===== config.mk =====
export PLATFORM = sky130hd
export DESIGN_NAME = iop0_pin_mux
export DESIGN_NICKNAME = d
export VERILOG_FILES = /design/src/iop0_pkg.sv /design/src/iop0_cfg_table.sv /design/src/iop0_pin_mux.sv
export VERILOG_INCLUDE_DIRS = /design/src /design/src/src
export SDC_FILE = /design/constraint.sdc
export NUM_CORES = 1
export LEC_CHECK = 0
export BUFFER_PORTS_ARGS = -buffer_cell sky130_fd_sc_hd__buf_2
export CAP_MARGIN = 25
export CORE_MARGIN = 1.5
export CORE_UTILIZATION = 45
export DETAILED_ROUTE_END_ITERATION = 10
export PLACE_DENSITY_LB_ADDON = 0.15
export SLEW_MARGIN = 20
export SYNTH_ARGS = -nofsm -noshare
export SYNTH_HDL_FRONTEND = slang
export SYNTH_SLANG_ARGS = --single-unit

===== constraint.sdc =====
create_clock -name clk -period 3.9 [get_ports clk]
set_input_delay 0.585 -clock clk [delete_from_list [all_inputs] [get_ports clk]]
set_output_delay 0.585 -clock clk [all_outputs]
set_load 0.01 [all_outputs]

===== src/iop0_regs.svh =====
// Constants of the group-0 shared pad multiplexer: pad counts, signal
// indices, idle levels and reset defaults.
// Assumes inclusion by bare name from the design and bench files.
`ifndef IOP0_REGS_SVH
`define IOP0_REGS_SVH

// ==========================================================
// Package variants and pad counts
`define IOP0_PKG_SMALL 0
`define IOP0_PKG_MIDDLE 1
`define IOP0_PADS_SMALL 12
`define IOP0_PADS_MIDDLE 28
`define IOP0_PADS_LARGE 44
`define IOP0_GROUP_STRIDE 4
`define IOP0_MAX_G0_PADS 11
`define IOP0_PAD_IDX_W 4
`define IOP0_SEL_W 5

// ==========================================================
// Group-0 input list indices
`define IOP0_IN_DEBUG 0
`define IOP0_IN_FD0 1
`define IOP0_IN_FD4 2
`define IOP0_IN_OEN 3
`define IOP0_IN_S0CLK 4
`define IOP0_IN_S1CLK 5
`define IOP0_IN_GPIO0 6
`define IOP0_IN_COUNT 16
// Idle levels: debug line and output-enable idle high, rest low
`define IOP0_IN_IDLE 16'h0009

// ==========================================================
// Group-0 output list indices
`define IOP0_OUT_DEBUG 0
`define IOP0_OUT_TXD 1
`define IOP0_OUT_DTRN 2
`define IOP0_OUT_TXACT 3
`define IOP0_OUT_FD0 4
`define IOP0_OUT_FD4 5
`define IOP0_OUT_RXFN 6
`define IOP0_OUT_PWM0 7
`define IOP0_OUT_PWM4 8
`define IOP0_OUT_MCLK 9
`define IOP0_OUT_MSS1N 10
`define IOP0_OUT_GPIO0 11
`define IOP0_OUT_COUNT 21

// ==========================================================
// Group-0 gpio bits: A0,A4,B0,...,E4 sit every fourth bit
`define IOP0_GPIO_COUNT 10
`define IOP0_GPIO_STEP 4
`define IOP0_GPIO_W 40
`define IOP0_PWM_W 8
`define IOP0_BYTE_W 8
`define IOP0_FD_HI_BIT 4
`define IOP0_SEL_NONE 5'h1F

`endif


===== src/iop0_pkg.sv =====
// Types shared by the group-0 pad multiplexer files.
// Assumes iop0_regs.svh supplies the numeric constants.
`include "iop0_regs.svh"

package iop0_pkg;

    // ==========================================================
    // Pad direction modes
    typedef enum logic [1:0] {MODE_INPUT, MODE_OUTPUT, MODE_BIDIR} iop0_mode_type;

    // Group-0 pads present in a package variant
    function automatic int g0PadCount(input int variant);
        if (variant == `IOP0_PKG_SMALL) begin
            return `IOP0_PADS_SMALL / `IOP0_GROUP_STRIDE;
        end else if (variant == `IOP0_PKG_MIDDLE) begin
            return `IOP0_PADS_MIDDLE / `IOP0_GROUP_STRIDE;
        end
        return `IOP0_PADS_LARGE / `IOP0_GROUP_STRIDE;
    endfunction : g0PadCount

endpackage : iop0_pkg


===== src/iop0_cfg_table.sv =====
// Per-pad configuration store for the group-0 multiplexer.
// Assumes configuration writes come from logic on the same clock.
`timescale 1ns/1ps
`include "iop0_regs.svh"

module iop0_cfg_table #(
    parameter int NPAD = 11
) (
    // Clock and reset
    input wire logic clk,
    input wire logic resetn,
    // Control
    input wire logic muxEnable,
    input wire logic cfgWe,
    input wire logic [`IOP0_PAD_IDX_W-1:0] cfgPad,
    input wire iop0_pkg::iop0_mode_type cfgMode,
    input wire logic [`IOP0_SEL_W-1:0] cfgInSel,
    input wire logic [`IOP0_SEL_W-1:0] cfgOutSel,
    // Table contents
    output iop0_pkg::iop0_mode_type padMode [`IOP0_MAX_G0_PADS],
    output logic [`IOP0_SEL_W-1:0] padInSel [`IOP0_MAX_G0_PADS],
    output logic [`IOP0_SEL_W-1:0] padOutSel [`IOP0_MAX_G0_PADS]
);

    // ==========================================================
    // Defaults: pad 0 carries the debug line, the rest gpio bits
    function automatic logic [`IOP0_SEL_W-1:0] defSel(input int pad, input int base, input int dbg);
        if (pad == 0) begin
            return dbg[`IOP0_SEL_W-1:0];
        end
        return 5'(base + pad - 1);
    endfunction : defSel

    logic enablePrev_r;
    wire enableRise = muxEnable & ~enablePrev_r;

    // Enable edge detector; defaults load once per enable
    always_ff @(posedge clk or negedge resetn) begin
        if (!resetn) begin
            enablePrev_r <= 1'b0;
        end else begin
            enablePrev_r <= muxEnable;
        end
    end

    // Table: inputs while disabled, defaults on enable, then writes
    always_ff @(posedge clk or negedge resetn) begin
        if (!resetn) begin
            for (int p = 0; p < `IOP0_MAX_G0_PADS; p++) begin
                padMode[p] <= iop0_pkg::MODE_INPUT;
                padInSel[p] <= `IOP0_SEL_NONE;
                padOutSel[p] <= `IOP0_SEL_NONE;
            end
        end else begin
            for (int p = 0; p < `IOP0_MAX_G0_PADS; p++) begin
                if (!muxEnable || p >= NPAD) begin
                    padMode[p] <= iop0_pkg::MODE_INPUT;
                    padInSel[p] <= `IOP0_SEL_NONE;
                    padOutSel[p] <= `IOP0_SEL_NONE;
                end else if (enableRise) begin
                    padMode[p] <= iop0_pkg::MODE_BIDIR;
                    padInSel[p] <= defSel(p, `IOP0_IN_GPIO0, `IOP0_IN_DEBUG);
                    padOutSel[p] <= defSel(p, `IOP0_OUT_GPIO0, `IOP0_OUT_DEBUG);
                end else if (cfgWe && int'(cfgPad) == p) begin
                    padMode[p] <= cfgMode;
                    padInSel[p] <= cfgInSel;
                    padOutSel[p] <= cfgOutSel;
                end
            end
        end
    end

endmodule : iop0_cfg_table


===== src/iop0_pin_mux.sv =====
// Group-0 shared pad multiplexer with the parallel byte-port front end.
// Assumes pads arrive from pins (synchronised here) and peripherals share clk.
`timescale 1ns/1ps
`include "iop0_regs.svh"

module iop0_pin_mux #(
    parameter int PKG_VARIANT = 2
) (
    // Clock and reset
    input wire logic clk,
    input wire logic resetn,
    // Configuration
    input wire logic muxEnable,
    input wire logic cfgWe,
    input wire logic [`IOP0_PAD_IDX_W-1:0] cfgPad,
    input wire iop0_pkg::iop0_mode_type cfgMode,
    input wire logic [`IOP0_SEL_W-1:0] cfgInSel,
    input wire logic [`IOP0_SEL_W-1:0] cfgOutSel,
    // Group-0 shared pads, entry i is shared_io_pad 4*i
    input wire logic [`IOP0_MAX_G0_PADS-1:0] padIn,
    output logic [`IOP0_MAX_G0_PADS-1:0] padOut,
    output logic [`IOP0_MAX_G0_PADS-1:0] padOe,
    // Peripheral outputs towards the pads
    input wire logic debugOut,
    input wire logic debugOe,
    input wire logic uartTxd,
    input wire logic uartDtrN,
    input wire logic uartTxActive,
    input wire logic [`IOP0_PWM_W-1:0] pwmOut,
    input wire logic spiMasterClk,
    input wire logic spiMasterSel0N,
    input wire logic spiMasterSel1N,
    input wire logic [`IOP0_GPIO_W-1:0] gpioOut,
    input wire logic [`IOP0_GPIO_W-1:0] gpioOe,
    // Peripheral inputs from the pads
    output logic debugIn,
    output logic slave0SerialClock,
    output logic slave1SerialClock,
    output logic [`IOP0_GPIO_W-1:0] gpioIn,
    output logic spiSel0N,
    // Parallel byte port: strobes and other data bits from other groups
    input wire logic syncMode,
    input wire logic fifoWrN,
    input wire logic fifoRdN,
    input wire logic [`IOP0_BYTE_W-1:0] fifoDataOthersIn,
    // Parallel byte port: buffer side
    input wire logic txFull,
    input wire logic rxAvail,
    input wire logic [`IOP0_BYTE_W-1:0] rxByte,
    output logic wrStrobe,
    output logic [`IOP0_BYTE_W-1:0] wrByte,
    output logic rdAdvance,
    output logic fifoTxeN,
    output logic [`IOP0_BYTE_W-1:0] fifoDataOut,
    output logic fifoDataOe
);

    localparam int NPAD = iop0_pkg::g0PadCount(PKG_VARIANT);

    // ==========================================================
    // Configuration table
    iop0_pkg::iop0_mode_type padMode [`IOP0_MAX_G0_PADS];
    logic [`IOP0_SEL_W-1:0] padInSel [`IOP0_MAX_G0_PADS];
    logic [`IOP0_SEL_W-1:0] padOutSel [`IOP0_MAX_G0_PADS];

    iop0_cfg_table #(.NPAD(NPAD)) cfgTable (
        .clk(clk),
        .resetn(resetn),
        .muxEnable(muxEnable),
        .cfgWe(cfgWe),
        .cfgPad(cfgPad),
        .cfgMode(cfgMode),
        .cfgInSel(cfgInSel),
        .cfgOutSel(cfgOutSel),
        .padMode(padMode),
        .padInSel(padInSel),
        .padOutSel(padOutSel)
    );

    // ==========================================================
    // Pin synchronisers: two flops before any logic looks
    logic [`IOP0_MAX_G0_PADS-1:0] padMeta_r, padSync_r;
    logic [1:0] strobeMeta_r, strobeSync_r;
    logic [`IOP0_BYTE_W-1:0] dataMeta_r, dataSync_r;
    logic wrPrev_r, rdPrev_r;

    always_ff @(posedge clk or negedge resetn) begin
        if (!resetn) begin
            padMeta_r <= '0;
            padSync_r <= '0;
            strobeMeta_r <= 2'h3;
            strobeSync_r <= 2'h3;
            dataMeta_r <= '0;
            dataSync_r <= '0;
        end else begin
            padMeta_r <= padIn;
            padSync_r <= padMeta_r;
            strobeMeta_r <= {fifoRdN, fifoWrN};
            strobeSync_r <= strobeMeta_r;
            dataMeta_r <= fifoDataOthersIn;
            dataSync_r <= dataMeta_r;
        end
    end

    // ==========================================================
    // Input routing: lowest pad wins, idle level when none selects
    logic [`IOP0_IN_COUNT-1:0] inVec;

    always_comb begin
        inVec = `IOP0_IN_IDLE;
        for (int k = 0; k < `IOP0_IN_COUNT; k++) begin
            for (int p = `IOP0_MAX_G0_PADS - 1; p >= 0; p--) begin
                if (p < NPAD && muxEnable && padMode[p] != iop0_pkg::MODE_OUTPUT
                        && int'(padInSel[p]) == k) begin
                    inVec[k] = padSync_r[p];
                end
            end
        end
    end

    // Peripheral inputs; only group-0 gpio bits come through here
    assign debugIn = inVec[`IOP0_IN_DEBUG];
    assign slave0SerialClock = inVec[`IOP0_IN_S0CLK];
    assign slave1SerialClock = inVec[`IOP0_IN_S1CLK];
    assign spiSel0N = spiMasterSel0N; // Select 0 leaves through group 3
    wire oeNEff = syncMode ? inVec[`IOP0_IN_OEN] : 1'b1; // Async ignores it

    generate
        for (genvar g = 0; g < `IOP0_GPIO_W; g++) begin : gGpioIn
            if (g % `IOP0_GPIO_STEP == 0) begin : gRouted
                assign gpioIn[g] = inVec[`IOP0_IN_GPIO0 + g / `IOP0_GPIO_STEP];
            end else begin : gIdle
                assign gpioIn[g] = 1'b0;
            end
        end
    endgenerate

    // ==========================================================
    // Parallel byte port front end
    wire wrNow = strobeSync_r[0];
    wire rdNow = strobeSync_r[1];
    wire wrFall = wrPrev_r & ~wrNow;
    wire rdFall = rdPrev_r & ~rdNow;
    wire [`IOP0_BYTE_W-1:0] dataSampled = {dataSync_r[7:5], inVec[`IOP0_IN_FD4],
        dataSync_r[3:1], inVec[`IOP0_IN_FD0]};

    assign fifoTxeN = txFull; // High means no room
    wire fifoRxfN = ~rxAvail; // Low means a byte waits
    assign fifoDataOe = syncMode ? ~oeNEff : ~rdNow;

    // Strobe edges, capture and read-byte register
    always_ff @(posedge clk or negedge resetn) begin
        if (!resetn) begin
            wrPrev_r <= 1'b1;
            rdPrev_r <= 1'b1;
            wrStrobe <= 1'b0;
            wrByte <= '0;
            rdAdvance <= 1'b0;
            fifoDataOut <= '0;
        end else begin
            wrPrev_r <= wrNow;
            rdPrev_r <= rdNow;
            wrStrobe <= wrFall;
            rdAdvance <= rdFall & rxAvail;
            fifoDataOut <= rxByte;
            if (wrFall) begin
                wrByte <= dataSampled;
            end
        end
    end

    // ==========================================================
    // Output routing; pwm has no input entries at all
    wire [`IOP0_OUT_COUNT-1:0] outVec;
    wire [`IOP0_OUT_COUNT-1:0] outEnVec;
    wire [`IOP0_GPIO_COUNT-1:0] gpioOutG0, gpioOeG0;

    generate
        for (genvar k = 0; k < `IOP0_GPIO_COUNT; k++) begin : gGpioOut
            assign gpioOutG0[k] = gpioOut[k * `IOP0_GPIO_STEP];
            assign gpioOeG0[k] = gpioOe[k * `IOP0_GPIO_STEP];
        end
    endgenerate

    assign outVec = {gpioOutG0, spiMasterSel1N, spiMasterClk,
        pwmOut[`IOP0_FD_HI_BIT], pwmOut[0], fifoRxfN, fifoDataOut[`IOP0_FD_HI_BIT],
        fifoDataOut[0], uartTxActive, uartDtrN, uartTxd, debugOut};
    assign outEnVec = {gpioOeG0, 5'h1F, fifoDataOe, fifoDataOe, 3'h7, debugOe};

    logic [`IOP0_MAX_G0_PADS-1:0] padOutNxt, padOeNxt;

    generate
        for (genvar p = 0; p < `IOP0_MAX_G0_PADS; p++) begin : gPad
            wire selOk = int'(padOutSel[p]) < `IOP0_OUT_COUNT;
            wire live = (p < NPAD) && muxEnable && selOk;
            assign padOutNxt[p] = selOk ? outVec[padOutSel[p]] : 1'b0;
            assign padOeNxt[p] = live && (padMode[p] == iop0_pkg::MODE_OUTPUT
                || (padMode[p] == iop0_pkg::MODE_BIDIR && outEnVec[padOutSel[p]]));
        end
    endgenerate

    // Registered pad drive
    always_ff @(posedge clk or negedge resetn) begin
        if (!resetn) begin
            padOut <= '0;
            padOe <= '0;
        end else begin
            padOut <= padOutNxt;
            padOe <= padOeNxt;
        end
    end

    // Pads beyond this package's count; a mask keeps the full package legal
    localparam logic [`IOP0_MAX_G0_PADS-1:0] ABSENT_PADS = {`IOP0_MAX_G0_PADS{1'b1}} << NPAD;
endmodule : iop0_pin_mux


# ---- Yosys cells after proc, flatten, opt, wreduce, memory -nomap -nowiden
# Cells that the tools add are included.
dict set report word_totals {
  out_inout_bits 86
  in_bits 148
  latchBits 0
  mem_count 0
  romBits 0
  reg_bits 217
  ram_bits 0
  word_cells 888
}
dict set report classes {
  shifts 0
  n_reduce_logical 254
  bitwise_logic 9
  div 0
  addsub 0
  multipliers 0
  eq_ne 219
  n_lt_le_gt_ge 22
  mux 336
}
# operator count
set ops {}
lappend ops {{5-bit == test, second input constant} 88}
lappend ops {{5-bit 2-to-1 mux} 66}
lappend ops {{1-bit logical AND} 231}
lappend ops {{5-bit by 4-bit == test with 1-bit output, second input constant} 44}
lappend ops {{1-bit 2-to-1 mux} 213}
lappend ops {{1-bit binary-select mux with 5-bit select} 22}
lappend ops {{5-bit by 3-bit == test with 1-bit output, second input constant} 22}
lappend ops {{5-bit by 6-bit < comparator with 1-bit output, second input constant} 11}
lappend ops {{2-bit 2-to-1 mux} 33}
lappend ops {{5-bit by 2-bit == test with 1-bit output, second input constant} 11}
lappend ops {{5-bit logical NOT} 11}
lappend ops {{5-bit < comparator, second input constant} 11}
lappend ops {{3-bit by 1-bit != test with 1-bit output, second input constant} 11}
lappend ops {{4-bit == test, second input constant} 7}
lappend ops {{2-bit by 1-bit == test with 1-bit output, second input constant} 11}
lappend ops {{2-bit == test, second input constant} 11}
lappend ops {{2-bit by 1-bit != test with 1-bit output, second input constant} 11}
lappend ops {{1-bit logical OR} 11}
lappend ops {{4-bit by 3-bit == test with 1-bit output, second input constant} 2}
lappend ops {{1-bit NOT} 5}
lappend ops {{1-bit bitwise AND} 4}
lappend ops {{4-bit by 2-bit == test with 1-bit output, second input constant} 1}
lappend ops {{4-bit logical NOT} 1}
lappend ops {{4-bit 2-to-1 mux} 1}
lappend ops {{3-bit 2-to-1 mux} 1}

# ---- Logic depth before layout (Yosys ltp)
dict set report depth {
  ltp_word 22
  mapped_depth 9
  mapped_depth_nobuf 7
}

# ---- Modules after synthesis
# Synthesis repeated with hierarchy kept, for this count alone.
dict set report unflattened {
  cells_unflattened 1697
  area_unflattened_um2 15870.2
}
# mod cells_per_inst instances seq_area_each_um2 area_per_inst_um2
set by_module_without_submodules {}
lappend by_module_without_submodules {iop0_pin_mux 1237 1 2009.4 10064.7}
lappend by_module_without_submodules {iop0_cfg_table 460 1 3465.8 5805.6}

# ---- Least setup slack after synthesis
# No wires, ideal clock.
dict set report synth_timing {
  kind {input to output}
  start {input port muxEnable}
  end {output port gpioIn[24]}
  t_arrival_ns 2.362
  slack_ns 0.953
  n_path_buf 1
  required_ns 3.315
  stages 8
  cell_sequence {nand2b_1 clkbuf_1 nor4_2 a2111oi_0 a311oi_1 o41ai_1 a211oi_1 o311ai_0}
}
dict set report synth_between {
  elab_chain_cells 13
  word_cells_on_any_way 33
  cone_classes {mux (11); reduce/logical (22)}
}
# element line_no
set synth_rtl {}
lappend synth_rtl {{from (decl)} iop0_pin_mux.sv:13} ;# input wire logic muxEnable,
lappend synth_rtl {{1-bit logical AND} iop0_pin_mux.sv:113} ;# if (p < NPAD && muxEnable && padMode[p] != iop0_pkg::MODE_OUTPUT
lappend synth_rtl {{1-bit logical AND} iop0_pin_mux.sv:114} ;# && int'(padInSel[p]) == k) begin
lappend synth_rtl {{1-bit 2-to-1 mux (10 in series)} iop0_pin_mux.sv:113}
lappend synth_rtl {{1-bit 2-to-1 mux (*)} iop0_pin_mux.sv:113}
lappend synth_rtl {{to (decl)} iop0_pin_mux.sv:39} ;# output logic [`IOP0_GPIO_W-1:0] gpioIn,
# Every way passes the cells marked *; elsewhere a longest branch is shown, timed or not.

# ---- Worst setup path after layout
dict set report layout_timing {
  start {register cfgTable.padMode[2] (netlist name)}
  end {output port gpioIn[24]}
}
dict set report layout_between {
  elab_chain_cells 13
}
# element line_no
set layout_rtl {}
lappend layout_rtl {{from (decl)} iop0_cfg_table.sv:20} ;# output iop0_pkg::iop0_mode_type padMode [`IOP0_MAX_G0_PADS],
lappend layout_rtl {{from (signal, indexed assignment)} iop0_cfg_table.sv:50} ;# padMode[p] <= iop0_pkg::MODE_INPUT;
lappend layout_rtl {{from (signal, indexed assignment)} iop0_cfg_table.sv:57} ;# padMode[p] <= iop0_pkg::MODE_INPUT;
lappend layout_rtl {{from (signal, indexed assignment)} iop0_cfg_table.sv:61} ;# padMode[p] <= iop0_pkg::MODE_BIDIR;
lappend layout_rtl {{2-bit by 1-bit != test with 1-bit output} iop0_pin_mux.sv:113}
lappend layout_rtl {{1-bit logical AND} iop0_pin_mux.sv:113}
lappend layout_rtl {{1-bit logical AND} iop0_pin_mux.sv:114}
lappend layout_rtl {{1-bit 2-to-1 mux (10 in series)} iop0_pin_mux.sv:113}
# Every way passes these cells.

==> flow_metrics.py <==
metrics = {
    "outcome": {
        "status": "complete, no violations",
    },
    "cts": {
        "cts_buffers": 26,
        "htree_num_levels": 1,
        "clock_sinks": 213,
        "clk_pin_slew_ns": 0.06,
        "cts_root_buf": "clkbuf_16",
        "clock_latency_ns": 0.54,
        "cts_tree": "yes",
        "cts_max_path_buffers": 3,
        "postCtsHoldBufs": 0,
    },
    "cells_and_area": {
        "fin_cells": 2274,
        "insertedDiodeCount": 0,
        "fin_util_pct": 51.0,
        "drive_gt1_share_pct": 25.4,
        "fin_area_sq_um": 17100,
        "nets": 1954,
        "area_growth_pct": 11.7,
    },
    "placement": {
        "io_buffer_count": 131,
        "dp_cells": 2225,
        "routabilityCongestion": 0.939,
        "dpl-instance-area_sq_um": 16200,
        "detailed_place_hpwl_microns": 37900,
    },
    "floorplan": {
        "start_util_pct": 45.7,
        "die_h_microns": 187,
        "core-area_sq_um": 33500,
        "rows": 67,
        "die_area_sq_um": 35200,
        "ios": 234,
        "fp.dieW_microns": 187,
    },
    "global_route": {
        "grt_antenna_before_repair": 0,
        "grt_overflow": 0,
        "grt.total_usage_pct": 29.8,
        "grt_start_max_net_pins": 100,
        "grt_pass1_wl_microns": 81400,
        "grt_pass1_vias": 13400,
    },
    "critical_path": {
        "worstPathCellList": "nor2b_1, nor4_2, a2111oi_1, a311oi_1, o41ai_1, a211oi_1, o311ai_0, buf_2",
        "worstSetupEndpointType": "output pin",
        "cp_slowest_cell": "o41ai_1",
        "r2r_cells": 7,
        "required_ns": 3.31,
        "rrSetupSlack_ns": 0.94,
        "reg2reg_from": "cfgTable.padMode[19]$_DFFE_PN0P_",
        "cp-start-kind": "flip-flop",
        "critPathBufInv": 1,
        "worst_path_largest_cell_delay_ns": 0.48,
        "path_class": "reg2out",
        "r2r_end": "padOe[9]$_DFF_PN0_",
        "crit_start": "cfgTable.padMode[2]$_DFFE_PN0P_",
        "arrival_ns": 3.16,
        "cp_max_fo": 4,
        "crit_family": "compound AO/OA/AOI/OAI gates",
    },
    "power": {
        "powerDensity_nw_per_um2": 352,
        "power_mw": 6.02,
        "max-vdd-ir-drop_mv": 0.306,
        "leakagePower_nw": 6.88,
    },
    "synthesis": {
        "ys_top_cells_by_area": "dfstp_2, dfrtp_1, mux4_2",
        "synth_edf_count": 0,
        "ys_ff_latch": 213,
        "synth_common_cells": "nand2_1, nor2_1, a21oi_1",
        "syn-mean-instance-area_sq_um": 8.77,
        "netlist-cell-type-count": 82,
        "yosysTopAreaCellShare_pct": 19.9,
        "synthArstFlopShare_pct": 100,
        "ys_warn_count": 0,
        "synth.largest_area_cell": "dfstp_2",
        "ys_seq_area_share_pct": 35.7,
        "synth.cell_area_sq_um": 15300,
        "syn_inst": 1746,
        "synth.most_common_cell": "nand2_1",
        "synth_ff_type": "dfstp_2",
    },
    "timing": {
        "setup_viol": 0,
        "maxSlewViolCount": 0,
        "setup_tns_ns": 0,
        "rsz0062_at_grt": "false",
        "fin_crit_sh_pct": 96.1,
        "finalHoldViolations": 0,
        "tightestPinTransition_ns": 1.08,
        "period_needed_ns": 3.75,
        "slew_headroom_pct": 27.6,
        "fmax_mhz": 267,
        "clock_skew_ns": 0.00838,
    },
    "route": {
        "drt_iter0_markers": 1525,
        "ant_nets": 0,
        "drc": 0,
        "dr.pass1.iters": 5,
        "via_per_inst": 6.43,
        "totalWireLength_microns": 53300,
        "wl_per_cell_microns": 23.4,
        "dr_total_vias": 14600,
    },
    "min_path": {
        "holdCritPathClass": "in2async",
    },
    "run": {
        "maxCapViolations": 0,
    },
}
-- stage by stage --
step	setup WS (ns)	hold slack, ns
floorplan	0.953	0.289
global placement	0.406	0.332
detailed placement	0.400	0.336
CTS	0.175	0.123
global route	0.0220	0.131
finish	0.152	0.0940
-- report_power, final --
group / switching [mW] / total (mW) / internal [mW]
registers: 0.197 / 2.58 / 2.39
logic: 0.560 / 0.952 / 0.392
clock network: 0.967 / 2.49 / 1.52
total: 1.72 / 6.02 / 4.30
-- cells by family (layout without fill, tap and decap cells) --
family,after synthesis,after routing,synth area share [%]
multiplexers,139,139,15.2
AO/OA/AOI/OAI,399,399,17.3
buffers and inverters,209,260,5.97
flip-flops,213,213,35.7
other,1,30,0.0245
AND/OR/NAND/NOR,785,785,25.8
-- sequential cells by signal, summed over array words and instances, names as in the netlist --
| name | cells |
|---|---|
| padOut | 11 |
| strobeMeta_r | 2 |
| rdAdvance | 1 |
| wrStrobe | 1 |
| cfgTable.padInSel | 55 |
| padMeta_r | 11 |
| strobeSync_r | 2 |
| cfgTable.enablePrev_r | 1 |
| padSync_r | 11 |
| cfgTable.padMode | 22 |
| wrPrev_r | 1 |
| padOe | 11 |
| dataSync_r | 6 |
| dataMeta_r | 6 |
| cfgTable.padOutSel | 55 |
| rdPrev_r | 1 |
| wrByte | 8 |
| fifoDataOut | 8 |
-- layout by cell type, fill, tap and decap left out, types with 12 or more instances in the layout --
cell	synthesis	routed
nor2_1	136	136
a21oi_1	122	122
o211ai_1	25	25
dfrtp_1	97	97
buf_4	32	38
dfstp_2	116	116
or2_2	12	12
mux2_2	26	26
a31oi_1	19	19
mux2i_1	41	41
inv_1	41	41
mux4_2	72	72
o22ai_1	26	26
nand2_1	255	255
nor3_1	62	62
nand4_1	22	22
and2_1	16	15
clkbuf_16	0	27
o31ai_1	12	12
nor3b_1	15	15
nand3_1	62	62
nor2b_1	49	49
buf_2	7	130
a211oi_1	12	12
conb_1	1	30
nor4_1	30	30
o21ai_0	64	63
nand2b_1	50	50
-- worst register-to-register path, delay by kind of cell, from the launching register on --
kind	cells	cell delay (ns)
AO/OA/AOI/OAI	4	1.44
AND/OR/NAND/NOR	3	0.97
flip-flops	1	0.40
-- layout make-up --
cell class	count	area [sq um]
clock buffers	38	787
clock inverters	10	104
fillers	3208	16400
inverters	41	154
multi-input cells	1353	9040
flip-flops and latches	213	5480
well taps	448	561
repair buffers	171	991
-- timing repair --
action / in CTS / in global routing
setup endpoints to repair: 0 / 1
buffers inserted: 0 / 0
gates resized for setup: 0 / 1
-- worst max path at each step --
stage / endpoint / cells after the start / slack (ns)
2_1_floorplan: gpioIn[24] / 8 / 0.95
3_3_place_gp: gpioIn[24] / 9 / 0.41
3_5_place_dp: gpioIn[24] / 9 / 0.40
4_1_cts: gpioIn[24] / 8 / 0.18
5_1_grt: gpioIn[24] / 8 / 0.02
6_report: gpioIn[24] / 8 / 0.15
-- metal layers --
metal	share of wire (%)	wire [microns]	GRT usage (%)	vias to the layer above
met2	44	23500	45.5	831
met3	10	5550	5.18	113
met4	3.3	1760	9.60	0
met1	42	22500	43.1	7149
met5	0	0	0	-
li1	-	-	-	6519
Note: power is estimated with default switching activity, not from simulation.
